--- src/rtl/otg_neg_pkg.sv ---
// Purpose: shared constants and carriers for the session negotiation register block
// Assumes: 32-bit word-aligned registers on a simple register port
// Notes: offsets are byte addresses
package otg_neg_pkg;

    // ****************************************************************
    // register offsets
    // ****************************************************************
    localparam logic [11:0] OFS_CTRL = 12'h000;
    localparam logic [11:0] OFS_EVT = 12'h004;
    localparam logic [11:0] OFS_BUSCFG = 12'h008;
    localparam logic [11:0] OFS_PWR = 12'he00;

    // ****************************************************************
    // control/status field positions
    // ****************************************************************
    localparam int CTL_REQ_OK = 0;
    localparam int CTL_SES_REQ = 1;
    localparam int CTL_VB_EN = 2;
    localparam int CTL_VB_VAL = 3;
    localparam int CTL_AV_EN = 4;
    localparam int CTL_AV_VAL = 5;
    localparam int CTL_BV_EN = 6;
    localparam int CTL_BV_VAL = 7;
    localparam int CTL_SWAP_OK = 8;
    localparam int CTL_SWAP_REQ = 9;
    localparam int CTL_HOST_SWAP_EN = 10;
    localparam int CTL_DEV_SWAP_EN = 11;
    localparam int CTL_CONN_ID = 16;
    localparam int CTL_DEBOUNCE = 17;
    localparam int CTL_A_SES = 18;
    localparam int CTL_B_SES = 19;
    localparam int CTL_REV = 20;

    // ****************************************************************
    // event flag field positions
    // ****************************************************************
    localparam int EVT_SES_END = 2;
    localparam int EVT_REQ_DONE = 8;
    localparam int EVT_SWAP_DONE = 9;
    localparam int EVT_SWAP_DET = 17;
    localparam int EVT_DBNC_DONE = 19;
    localparam int EVT_ADEV_TOUT = 18;

    // ****************************************************************
    // writable masks and bus config
    // ****************************************************************
    localparam logic [31:0] CTL_RW_MASK = 32'h0010_0cfc;
    localparam logic [31:0] BUSCFG_RW_MASK = 32'h007f_ffbf;
    localparam logic [31:0] BUSCFG_RESET = 32'h0000_0040;
    localparam logic [31:0] PWR_RW_MASK = 32'h0000_000f;
    localparam int BUS_ADDR_W = 12;
    localparam int SHADOW_WORDS = 4;

    typedef struct packed {
        logic b_valid;
        logic a_valid;
        logic vbus_ok;
        logic conn_id;
        logic debounce_short;
    } phy_status_s;

    typedef struct packed {
        logic swap_detected;
        logic swap_done;
        logic swap_success;
        logic req_done;
        logic req_success;
        logic dbnc_done;
        logic adev_tout;
    } neg_events_s;

    typedef struct packed {
        logic b_valid;
        logic a_valid;
        logic vbus_ok;
        logic session_request;
        logic swap_request;
        logic swap_enable;
        logic data_line_only;
    } neg_ctrl_s;

endpackage

--- src/rtl/otg_neg_shadow_ram.sv ---
// Purpose: small word store for config registers that survive role changes
// Assumes: one write and one read port, registered read data
// Notes: not cleared by role change; reset_n loads the reset values and only writes change them
`timescale 1ns/100ps
module otg_neg_shadow_ram
(
    input wire logic clk_sys,
    input wire logic reset_n,
    input wire logic wr_en,
    input wire logic [1:0] wr_idx,
    input wire logic [31:0] wr_data,
    input wire logic [31:0] wr_mask,
    input wire logic [1:0] rd_idx,
    output logic [31:0] rd_data_ff
);

    logic [31:0] mem_ff [otg_neg_pkg::SHADOW_WORDS];

    // ****************************************************************
    // storage, masked write
    // ****************************************************************
    genvar gi;
    generate
        for (gi = 0; gi < otg_neg_pkg::SHADOW_WORDS; gi++)
        begin : g_word
            always_ff @(posedge clk_sys or negedge reset_n)
            begin
                if (!reset_n)
                begin
                    mem_ff[gi] <= (gi == 2) ? otg_neg_pkg::BUSCFG_RESET : 32'h0000_0000;
                end
                else if (wr_en && (wr_idx == 2'(gi)))
                begin
                    mem_ff[gi] <= (mem_ff[gi] & ~wr_mask) | (wr_data & wr_mask);
                end
            end
        end
    endgenerate

    always_ff @(posedge clk_sys or negedge reset_n)
    begin
        if (!reset_n)
        begin
            rd_data_ff <= 32'h0000_0000;
        end
        else
        begin
            rd_data_ff <= mem_ff[rd_idx];
        end
    end

endmodule

--- src/rtl/otg_session_negotiation_csr.sv ---
// Purpose: control/status and event registers for session and role negotiation
// Assumes: simple AHB-side register port, one access per cycle, read data one cycle late
// Notes: registers keep contents across role changes; role input only gates meaning
`timescale 1ns/100ps
module otg_session_negotiation_csr
(
    input wire logic clk_sys,
    input wire logic reset_n,
    input wire logic reg_sel,
    input wire logic reg_write,
    input wire logic [11:0] reg_addr,
    input wire logic [31:0] reg_wdata,
    output logic [31:0] reg_rdata,
    output logic reg_ready,
    input wire logic host_role,
    input wire otg_neg_pkg::phy_status_s phy_status,
    input wire otg_neg_pkg::neg_events_s neg_events,
    output otg_neg_pkg::neg_ctrl_s neg_ctrl
);

    // ****************************************************************
    // decode
    // ****************************************************************
    logic wr_ctrl;
    logic wr_evt;
    logic wr_shadow;
    logic hit_ctrl;
    logic hit_evt;
    logic hit_cfg;
    logic hit_pwr;
    logic [1:0] shadow_idx;
    logic [31:0] shadow_mask;

    always_comb
    begin
        hit_ctrl = (reg_addr == otg_neg_pkg::OFS_CTRL);
        hit_evt = (reg_addr == otg_neg_pkg::OFS_EVT);
        hit_cfg = (reg_addr == otg_neg_pkg::OFS_BUSCFG);
        hit_pwr = (reg_addr == otg_neg_pkg::OFS_PWR);
    end

    assign wr_ctrl = reg_sel && reg_write && hit_ctrl;
    assign wr_evt = reg_sel && reg_write && hit_evt;
    assign wr_shadow = reg_sel && reg_write && (hit_cfg || hit_pwr);
    assign shadow_idx = hit_pwr ? 2'd3 : 2'd2;
    assign shadow_mask = hit_pwr ? otg_neg_pkg::PWR_RW_MASK : otg_neg_pkg::BUSCFG_RW_MASK;
    assign reg_ready = 1'b1;

    // ****************************************************************
    // plain control bits
    // ****************************************************************
    logic [31:0] ctl_ff;

    // no reset on role change, kept across roles
    always_ff @(posedge clk_sys or negedge reset_n)
    begin
        if (!reset_n)
        begin
            ctl_ff <= 32'h0000_0000;
        end
        else if (wr_ctrl)
        begin
            ctl_ff <= reg_wdata & otg_neg_pkg::CTL_RW_MASK;
        end
    end

    // ****************************************************************
    // request bits
    // ****************************************************************
    logic ses_req_ff;
    logic swap_req_ff;
    logic [31:0] evt_ff;

    // session request set by one, cleared by a control write with that bit zero while swap-done flag set, or by request done while that flag is clear
    always_ff @(posedge clk_sys or negedge reset_n)
    begin
        if (!reset_n)
        begin
            ses_req_ff <= 1'b0;
        end
        else if (wr_ctrl && reg_wdata[otg_neg_pkg::CTL_SES_REQ])
        begin
            ses_req_ff <= 1'b1;
        end
        else if (wr_ctrl && evt_ff[otg_neg_pkg::EVT_SWAP_DONE])
        begin
            ses_req_ff <= 1'b0;
        end
        else if (neg_events.req_done && !evt_ff[otg_neg_pkg::EVT_SWAP_DONE])
        begin
            ses_req_ff <= 1'b0;
        end
    end

    always_ff @(posedge clk_sys or negedge reset_n)
    begin
        if (!reset_n)
        begin
            swap_req_ff <= 1'b0;
        end
        else if (wr_ctrl && reg_wdata[otg_neg_pkg::CTL_SWAP_REQ])
        begin
            swap_req_ff <= 1'b1;
        end
        else if (wr_ctrl && evt_ff[otg_neg_pkg::EVT_SWAP_DONE])
        begin
            swap_req_ff <= 1'b0;
        end
        else if (neg_events.swap_done && !evt_ff[otg_neg_pkg::EVT_SWAP_DONE])
        begin
            swap_req_ff <= 1'b0;
        end
    end

    // ****************************************************************
    // outcome status
    // ****************************************************************
    logic swap_ok_ff;
    logic req_ok_ff;

    // hardware sets and clears, software one clears
    always_ff @(posedge clk_sys or negedge reset_n)
    begin
        if (!reset_n)
        begin
            swap_ok_ff <= 1'b0;
        end
        else if (neg_events.swap_done)
        begin
            swap_ok_ff <= neg_events.swap_success;
        end
        else if (wr_ctrl && reg_wdata[otg_neg_pkg::CTL_SWAP_OK])
        begin
            swap_ok_ff <= 1'b0;
        end
    end

    always_ff @(posedge clk_sys or negedge reset_n)
    begin
        if (!reset_n)
        begin
            req_ok_ff <= 1'b0;
        end
        else if (neg_events.req_done)
        begin
            req_ok_ff <= neg_events.req_success;
        end
        else if (wr_ctrl && reg_wdata[otg_neg_pkg::CTL_REQ_OK])
        begin
            req_ok_ff <= 1'b0;
        end
    end

    // ****************************************************************
    // effective valid signals
    // ****************************************************************
    logic b_valid_eff;
    logic a_valid_eff;
    logic vbus_ok_eff;
    logic b_valid_d_ff;

    assign b_valid_eff = ctl_ff[otg_neg_pkg::CTL_BV_EN] ? ctl_ff[otg_neg_pkg::CTL_BV_VAL]
                                                        : phy_status.b_valid;
    assign a_valid_eff = (ctl_ff[otg_neg_pkg::CTL_AV_EN] && host_role)
                         ? ctl_ff[otg_neg_pkg::CTL_AV_VAL] : phy_status.a_valid;
    assign vbus_ok_eff = (ctl_ff[otg_neg_pkg::CTL_VB_EN] && host_role)
                         ? ctl_ff[otg_neg_pkg::CTL_VB_VAL] : phy_status.vbus_ok;

    always_ff @(posedge clk_sys or negedge reset_n)
    begin
        if (!reset_n)
        begin
            b_valid_d_ff <= 1'b1;
        end
        else
        begin
            b_valid_d_ff <= b_valid_eff;
        end
    end

    // ****************************************************************
    // event flags
    // ****************************************************************
    logic [31:0] evt_set;

    always_comb
    begin
        evt_set = 32'h0000_0000;
        evt_set[otg_neg_pkg::EVT_SWAP_DET] = neg_events.swap_detected;
        evt_set[otg_neg_pkg::EVT_SWAP_DONE] = neg_events.swap_done;
        evt_set[otg_neg_pkg::EVT_REQ_DONE] = neg_events.req_done;
        evt_set[otg_neg_pkg::EVT_SES_END] = b_valid_d_ff && !b_valid_eff && !host_role;
        evt_set[otg_neg_pkg::EVT_DBNC_DONE] = neg_events.dbnc_done;
        evt_set[otg_neg_pkg::EVT_ADEV_TOUT] = neg_events.adev_tout;
    end

    // set wins over write-one clear; zero writes keep
    always_ff @(posedge clk_sys or negedge reset_n)
    begin
        if (!reset_n)
        begin
            evt_ff <= 32'h0000_0000;
        end
        else
        begin
            evt_ff <= evt_set | (evt_ff & ~(wr_evt ? reg_wdata : 32'h0000_0000));
        end
    end

    // ****************************************************************
    // configuration words kept in the shadow store
    // ****************************************************************
    logic [31:0] shadow_rdata;

    // stored under the write mask; kept across role changes without a rewrite
    otg_neg_shadow_ram u_shadow
    (
        .clk_sys(clk_sys),
        .reset_n(reset_n),
        .wr_en(wr_shadow),
        .wr_idx(shadow_idx),
        .wr_data(reg_wdata),
        .wr_mask(shadow_mask),
        .rd_idx(shadow_idx),
        .rd_data_ff(shadow_rdata)
    );

    // ****************************************************************
    // read path
    // ****************************************************************
    logic [31:0] ctl_view;
    logic [31:0] nxt_rdata;
    logic [31:0] rdata_ff;
    logic sel_shadow_ff;

    always_comb
    begin
        ctl_view = ctl_ff;
        ctl_view[otg_neg_pkg::CTL_REQ_OK] = req_ok_ff;
        ctl_view[otg_neg_pkg::CTL_SES_REQ] = ses_req_ff;
        ctl_view[otg_neg_pkg::CTL_SWAP_OK] = swap_ok_ff;
        ctl_view[otg_neg_pkg::CTL_SWAP_REQ] = swap_req_ff;
        ctl_view[otg_neg_pkg::CTL_CONN_ID] = phy_status.conn_id;
        ctl_view[otg_neg_pkg::CTL_DEBOUNCE] = phy_status.debounce_short;
        ctl_view[otg_neg_pkg::CTL_A_SES] = host_role && a_valid_eff;
        ctl_view[otg_neg_pkg::CTL_B_SES] = b_valid_eff;
    end

    always_comb
    begin
        nxt_rdata = 32'h0000_0000;
        if (hit_ctrl)
        begin
            nxt_rdata = ctl_view;
        end
        else if (hit_evt)
        begin
            nxt_rdata = evt_ff;
        end
    end

    always_ff @(posedge clk_sys or negedge reset_n)
    begin
        if (!reset_n)
        begin
            rdata_ff <= 32'h0000_0000;
            sel_shadow_ff <= 1'b0;
        end
        else
        begin
            rdata_ff <= nxt_rdata;
            sel_shadow_ff <= reg_sel && (hit_cfg || hit_pwr);
        end
    end

    assign reg_rdata = sel_shadow_ff ? shadow_rdata : rdata_ff;

    // ****************************************************************
    // outputs to negotiation logic
    // ****************************************************************
    // revision picks pulsing method
    assign neg_ctrl.data_line_only = ctl_ff[otg_neg_pkg::CTL_REV];
    assign neg_ctrl.b_valid = b_valid_eff;
    assign neg_ctrl.a_valid = a_valid_eff;
    assign neg_ctrl.vbus_ok = vbus_ok_eff;
    // request bits cleared only by controller logic above
    assign neg_ctrl.session_request = ses_req_ff;
    assign neg_ctrl.swap_request = swap_req_ff;
    assign neg_ctrl.swap_enable = host_role ? ctl_ff[otg_neg_pkg::CTL_HOST_SWAP_EN]
                                            : ctl_ff[otg_neg_pkg::CTL_DEV_SWAP_EN];

    // ****************************************************************
    // checks
    // ****************************************************************
    AST_EVT_SET_WINS: assert property (@(posedge clk_sys) disable iff (!reset_n)
        neg_events.swap_done |=> evt_ff[otg_neg_pkg::EVT_SWAP_DONE])
        else $error("completion flag lost");
    AST_ZERO_KEEPS: assert property (@(posedge clk_sys) disable iff (!reset_n)
        (wr_evt && !reg_wdata[otg_neg_pkg::EVT_SES_END] && evt_ff[otg_neg_pkg::EVT_SES_END])
        |=> evt_ff[otg_neg_pkg::EVT_SES_END])
        else $error("zero write cleared flag");
    AST_SES_END: assert property (@(posedge clk_sys) disable iff (!reset_n)
        ($fell(b_valid_eff) && !host_role) |=> evt_ff[otg_neg_pkg::EVT_SES_END])
        else $error("session end not flagged");
    AST_BV_OVR: assert property (@(posedge clk_sys) disable iff (!reset_n)
        ctl_ff[otg_neg_pkg::CTL_BV_EN] |-> neg_ctrl.b_valid == ctl_ff[otg_neg_pkg::CTL_BV_VAL])
        else $error("b valid override ignored");
    AST_SES_REQ_SET: assert property (@(posedge clk_sys) disable iff (!reset_n)
        (wr_ctrl && reg_wdata[otg_neg_pkg::CTL_SES_REQ]) |=> ses_req_ff)
        else $error("session request not set");
    AST_SWAP_OK: assert property (@(posedge clk_sys) disable iff (!reset_n)
        neg_events.swap_done |=> swap_ok_ff == $past(neg_events.swap_success))
        else $error("swap outcome wrong");
    AST_REV: assert property (@(posedge clk_sys) disable iff (!reset_n)
        (wr_ctrl && reg_wdata[otg_neg_pkg::CTL_REV]) |=> neg_ctrl.data_line_only)
        else $error("revision not applied");
    AST_REQ_DONE: assert property (@(posedge clk_sys) disable iff (!reset_n)
        neg_events.req_done |=> evt_ff[otg_neg_pkg::EVT_REQ_DONE])
        else $error("request done not flagged");

endmodule

--- config.mk ---
export PLATFORM = sky130hd
export DESIGN_NAME = otg_session_negotiation_csr
export DESIGN_NICKNAME = d
export VERILOG_FILES = /design/src/rtl/otg_neg_pkg.sv /design/src/rtl/otg_neg_shadow_ram.sv /design/src/rtl/otg_session_negotiation_csr.sv
export SDC_FILE = /design/constraint.sdc
export NUM_CORES = 1
export LEC_CHECK = 0
export BUFFER_PORTS_ARGS = -buffer_cell sky130_fd_sc_hd__buf_4
export CORE_MARGIN = 3
export CORE_UTILIZATION = 33
export CTS_CLUSTER_DIAMETER = 50
export DETAILED_ROUTE_END_ITERATION = 8
export PLACE_DENSITY = 0.51
export SLEW_MARGIN = 20
export SYNTH_ARGS = -nofsm -noshare
export SYNTH_HDL_FRONTEND = slang
export SYNTH_HIERARCHICAL = 1
export SYNTH_SLANG_ARGS = --single-unit
--- constraint.sdc ---
create_clock -name clk_sys -period 2.05 [get_ports clk_sys]
set_clock_uncertainty 0.15 [all_clocks]
set_input_delay 0.3075 -clock clk_sys [delete_from_list [all_inputs] [get_ports clk_sys]]
set_output_delay 0.3075 -clock clk_sys [all_outputs]
set_load 0.01 [all_outputs]
[Word level (Yosys, flattened, before mapping)]
Cells that the tools add are included.
Cells by class
  magnitude comparators: 1
  reduce and logical (&&, ||, !) cells: 31
  equal/unequal tests: 6
  bitwise logic cells: 14
  muxes and demuxes: 23
Operators by type and width (count)
  32-bit two-way mux: 6
  32-bit bitwise AND: 5
  32-bit OR: 4
  32-bit binary-select mux with 2-bit select: 1
  32-bit by 23-bit bitwise AND with 32-bit output: 1
  23-bit inverter with 32-bit output: 1
  32-bit inverter: 1
  20-bit by 32-bit OR with 32-bit output: 1
  23-bit two-way mux: 1
  1-bit logical AND: 21
  1-bit two-way mux: 15
  12-bit == test (second input constant): 1
  12-bit by 3-bit == test with 1-bit output (second input constant): 1
  12-bit by 4-bit == test with 1-bit output (second input constant): 1
  12-bit zero test: 1
  3-bit nonzero test: 2
  2-bit == test (second input constant): 2
  2-bit nonzero test: 2
  3-bit greater-or-equal comparator (second input constant): 1
  1-bit zero test: 3
  2-bit inverter with 3-bit output: 1
  2-bit by 1-bit == test with 1-bit output (second input constant): 1
  2-bit zero test: 1
  1-bit logical OR: 1
Storage, ports and cells
  output and inout port bits: 40
  input port bits: 61
  logic and storage cells: 89
  bits in registers: 239

[Longest topological paths before layout]
  word-level depth: 6
  gate-level depth with buffers: 10
  gate-level depth less buffers: 6

[Cells and area by module]
Netlist, hierarchy kept.
By module, submodules not included
  otg_neg_shadow_ram: times used 1, area each 7787.5 um^2, seq. area each 4005.1 um^2, cells an instance 497
  otg_session_negotiation_csr: times used 1, area each 3384.5 um^2, seq. area each 1978.1 um^2, cells an instance 259

[Worst setup path after synthesis]
OpenSTA, ideal clock, no wires.
  path kind: in2reg
  start: input reg_addr[4]
  end: register u_shadow.rd_data_ff[10]
  setup time: 0.138 ns
  slack: -1.389 ns
  buffers on the path: 3
  stages: 8
  data arrival time: 3.151 ns
  data required time: 1.762 ns
  path through: or4_4 buf_6 nor2_1 nand2_1 inv_1 buf_2 buf_4 mux4_2
Between the ends
  word-level cells in the longest chain between the ends: 6
RTL lines
  start, declared: RTL line otg_session_negotiation_csr.sv:11  | input wire logic [11:0] reg_addr,
  12-bit == test: RTL line otg_session_negotiation_csr.sv:39  | hit_pwr = (reg_addr == otg_neg_pkg::OFS_PWR);
  via hit_pwr: RTL line otg_session_negotiation_csr.sv:30  | logic hit_pwr;
  1-bit two-way mux: RTL line otg_session_negotiation_csr.sv:45  | assign shadow_idx = hit_pwr ? 2'd3 : 2'd2;
  2-bit inverter with 3-bit output (implied by the code): RTL line otg_neg_shadow_ram.sv:48  | rd_data_ff <= mem_ff[rd_idx];
  32-bit binary-select mux with 2-bit select: RTL line otg_neg_shadow_ram.sv:48
  32-bit two-way mux (implied by the code) (2 in series): RTL line otg_neg_shadow_ram.sv:48
  end signal, assigned: RTL line otg_neg_shadow_ram.sv:48
  end, declared: RTL line otg_neg_shadow_ram.sv:14  | output logic [31:0] rd_data_ff
The timed path passes the listed nets, and every way through them passes these cells. The select of a mux whose other input is x is not followed.
A chain may end at the register's enable or synchronous reset.

[Worst setup path in the final report]
  start: register sel_shadow_ff
  end: output reg_rdata[13]
Between the ends
  word-level cells in the longest chain between the ends: 1
RTL lines
  start, declared: RTL line otg_session_negotiation_csr.sv:234  | logic sel_shadow_ff;
  start signal, assigned: RTL line otg_session_negotiation_csr.sv:272  | sel_shadow_ff <= reg_sel && (hit_cfg || hit_pwr);
  32-bit two-way mux: RTL line otg_session_negotiation_csr.sv:276  | assign reg_rdata = sel_shadow_ff ? shadow_rdata : rdata_ff;
  end, declared: RTL line otg_session_negotiation_csr.sv:13  | output logic [31:0] reg_rdata,
No other way between the ends.

==> impl_results.md <==
* Outcome: finished with violations
* Failing checks: setup timing
* DRT Pass-1 Iters at 4
* Pre-CTS setup slack at -0.487 ns
* Sequential share of the synthesized area at 0.536
* Initial antenna violation count at 0
* GPL Wtd Cong at 0.724
* Core box area at 32900 um^2
* Synth Area in XOR/XNOR at 0
* Synthesized area at 11200 um^2
* Share of layout cells above drive strength 1 at 0.400
* Max_cap viols at 0
* Post-synthesis mux area share at 0.247
* Most frequent cells in the layout: 236 x dfrtp_1, 141 x buf_4, 70 x mux2_2, 66 x mux2_1
* Largest family of logic cells by synthesized area: multiplexers
* CP Launch Type: register
* Synth Area in Simple Gates at 0.128
* CP required at 1.59 ns
* Switching share of total power at 0.212
* Antenna diodes at 0
* Average cell area after synthesis at 14.8 um^2
* Mapped Cells at 756
* # clock sinks at 239
* Total grt overflow at 0
* Tot GR Track Use at 0.148
* Inserted Clock Buffers at 31
* Drt via density at 4.85
* Clock-pin slew on the worst setup and hold paths at 0.06 ns
* WL/cell at 18.3 um
* Netlist cell types at 36
* CTS tree: done
* RSZ-0062 raised after global routing: true
* Adder-cell area share of the yosys netlist at 0
* Final Cell Area at 14700 um^2
* Lkg Pwr at 6.92 nW
* Hold WC Path Type: primary input to register
* Area contributors post-synth: dfrtp_1 53%, mux2_2 8.5%, mux2_1 6.7%
* Worst path arrival time at 1.69 ns
* Commonest non-fill, non-tap cell in the layout: dfrtp_1
* CP bufs+invs at 2
* FMAX at 0.467 GHz
* Die Wd at 190 um
* Site row count at 66
* Area delta synth->final at 31.2%
* Layout Nets at 1053
* Port Buffer Count at 99
* Fin crit share at 1.05
* Finished Layout Cells at 1458
* Flops & latches, synth at 239
* Slowest CP cell: dfrtp_2
* H-Tree Depth at 1
* Drt drc at 0
* Peak VDD IR at 682 uV
* Placed insts at 1350
* Critical path fanouts, max at 17
* Psw at 2.35 mW
* Largest area contributor in the netlist: dfrtp_1
* Ys flop type: dfrtp_1
* Complex-gate fraction of the synthesized area at 0.0400
* Share of the synthesized area in the top cell type at 0.531
* Drt initial violations at 294
* Crit-path max cell delay at 0.40 ns
* Int Power at 8.75 mW
* Period minus WS final at 2.14 ns
* Top Family by Delay on Critical Path: flip-flops
* Hold Slack at 0.0491 ns
* Endpoints failing setup at 32
* CTS Buffer Depth at 3
* Largest net degree at the start of global routing at 119
* Critical path class: register to primary output
* Post-layout util at 0.445
* Logic pwr share at 0.044
* Critical Path Sink Type: primary output
* Clock power share at 0.530
* Dpl cell area at 13000 um^2
* Hold Vio Cnt, Final at 0
* Die area at 36100 um^2
* Ports at 101
* PD cells at 757 nW/um^2
* YS warnings at 6
* Later-pin clock latency in the skew report at 0.55 ns
* Drt total wl at 26.7 mm
* Root Buffer: clkbuf_16
* Post-synth EDFFs at 0
* Dpl hpwl at 16.4 mm
* Final worst slack at -0.0929 ns
* Die Y at 190 um
* Antenna violation net count after detailed routing at 0
* Initial Utilization at 0.339
* Slew Viols, Final at 0
* Share of flip-flops with an asynchronous set or reset at 1.00
* First-pass GRT wire length at 42.9 mm
* Vias at 7070
* Critical path cell sequence: buf_12 -> mux2_2 -> buf_4
* Seq pwr share at 0.427
* Vias in the first global route at 7592
==> power by group through the flow <==
stage / registers (mW) / clock network [mW] / logic [mW]
2_1_floorplan: 4.82 / 0 / 0.133
3_3_place_gp: 4.82 / 0 / 0.396
3_5_place_dp: 4.82 / 0 / 0.397
4_1_cts: 4.73 / 6.04 / 0.471
5_1_grt: 4.73 / 6.26 / 0.545
6_report: 4.73 / 5.88 / 0.486
==> tightest hold or removal path: cells and delay by family <==
kind / cells / cell delay (ns)
buffers and inverters: 2 / 0.18
and+or+nand+nor: 3 / 0.21
==> metrics by stage <==
step	power [mW]	setup TNS (ns)
2_1_floorplan	4.95	-32.73
3_3_place_gp	5.21	-44.97
4_1_cts	11.2	-3.09
5_1_grt	11.5	-3.93
3_5_place_dp	5.21	-46.03
6_report	11.1	-1.77
==> per-layer routing <==
| layer | vias to the layer above | track usage | share of wire |
|---|---|---|---|
| met2 | 92 | 0.245 | 0.49 |
| met4 | 0 | 0.0313 | 0.019 |
| met1 | 3653 | 0.206 | 0.46 |
| li1 | 3287 | - | - |
| met3 | 38 | 0.0245 | 0.035 |
| met5 | - | 0 | 0 |
==> worst paths after layout <==
path / from / to / slack [ns] / depth (start not counted)
worst max-delay path: sel_shadow_ff / reg_rdata[13] / -0.09 / 3
worst min-delay path: reg_addr[0] / sel_shadow_ff / 0.05 / 5
worst max register to register: ctl_ff[6] / evt_ff[2] / 0.18 / 4
worst min register to register: evt_ff[13] / rdata_ff[13] / 0.32 / 1
max in group asynchronous: reset_n / async pin / 0.95 / 3
min in group asynchronous: reset_n / req_ok_ff / 0.12 / 2
==> cell type report <==
class                           instances  area, um^2
Fill cell                            3034       18300
Timing Repair Buffer                  212        1970
Clock inverter                         15         267
Clock buffer                           42         857
Sequential cell                       239        5980
Multi-Input combinational cell        502        5010
Inverter                                6        25.0
Tap cell                              442         553
==> synth_stat cells (5+ instances only) <==
master,n
and2_1,15
buf_1,5
buf_4,11
nor2_1,6
buf_6,24
buf_2,13
nand4b_1,64
a22o_1,16
inv_1,6
nand2_1,12
mux2_2,84
o21ai_0,8
a21boi_0,26
a21o_1,6
mux4_2,32
mux2_1,66
and4bb_2,31
dfrtp_1,237
clkbuf_1,16
nand4_1,32
mux2_4,23
==> cells by family after synthesis <==
kind of cell / after synthesis
multiplexers: 205
AO/OA/AOI/OAI: 59
AND/OR/NAND/NOR: 174
other: 2
buffers and inverters: 77
flip-flops: 239
==> timing repair <==
item                       4_1_cts  5_1_grt
pin swaps                        0        2
hold endpoints to repair       307        1
setup endpoints to repair       34       49
setup buffers                    0        3
gates resized for setup          6        9
gates cloned                     0        1
hold buffers                    46        1
Power figures use the tool's default switching activity.
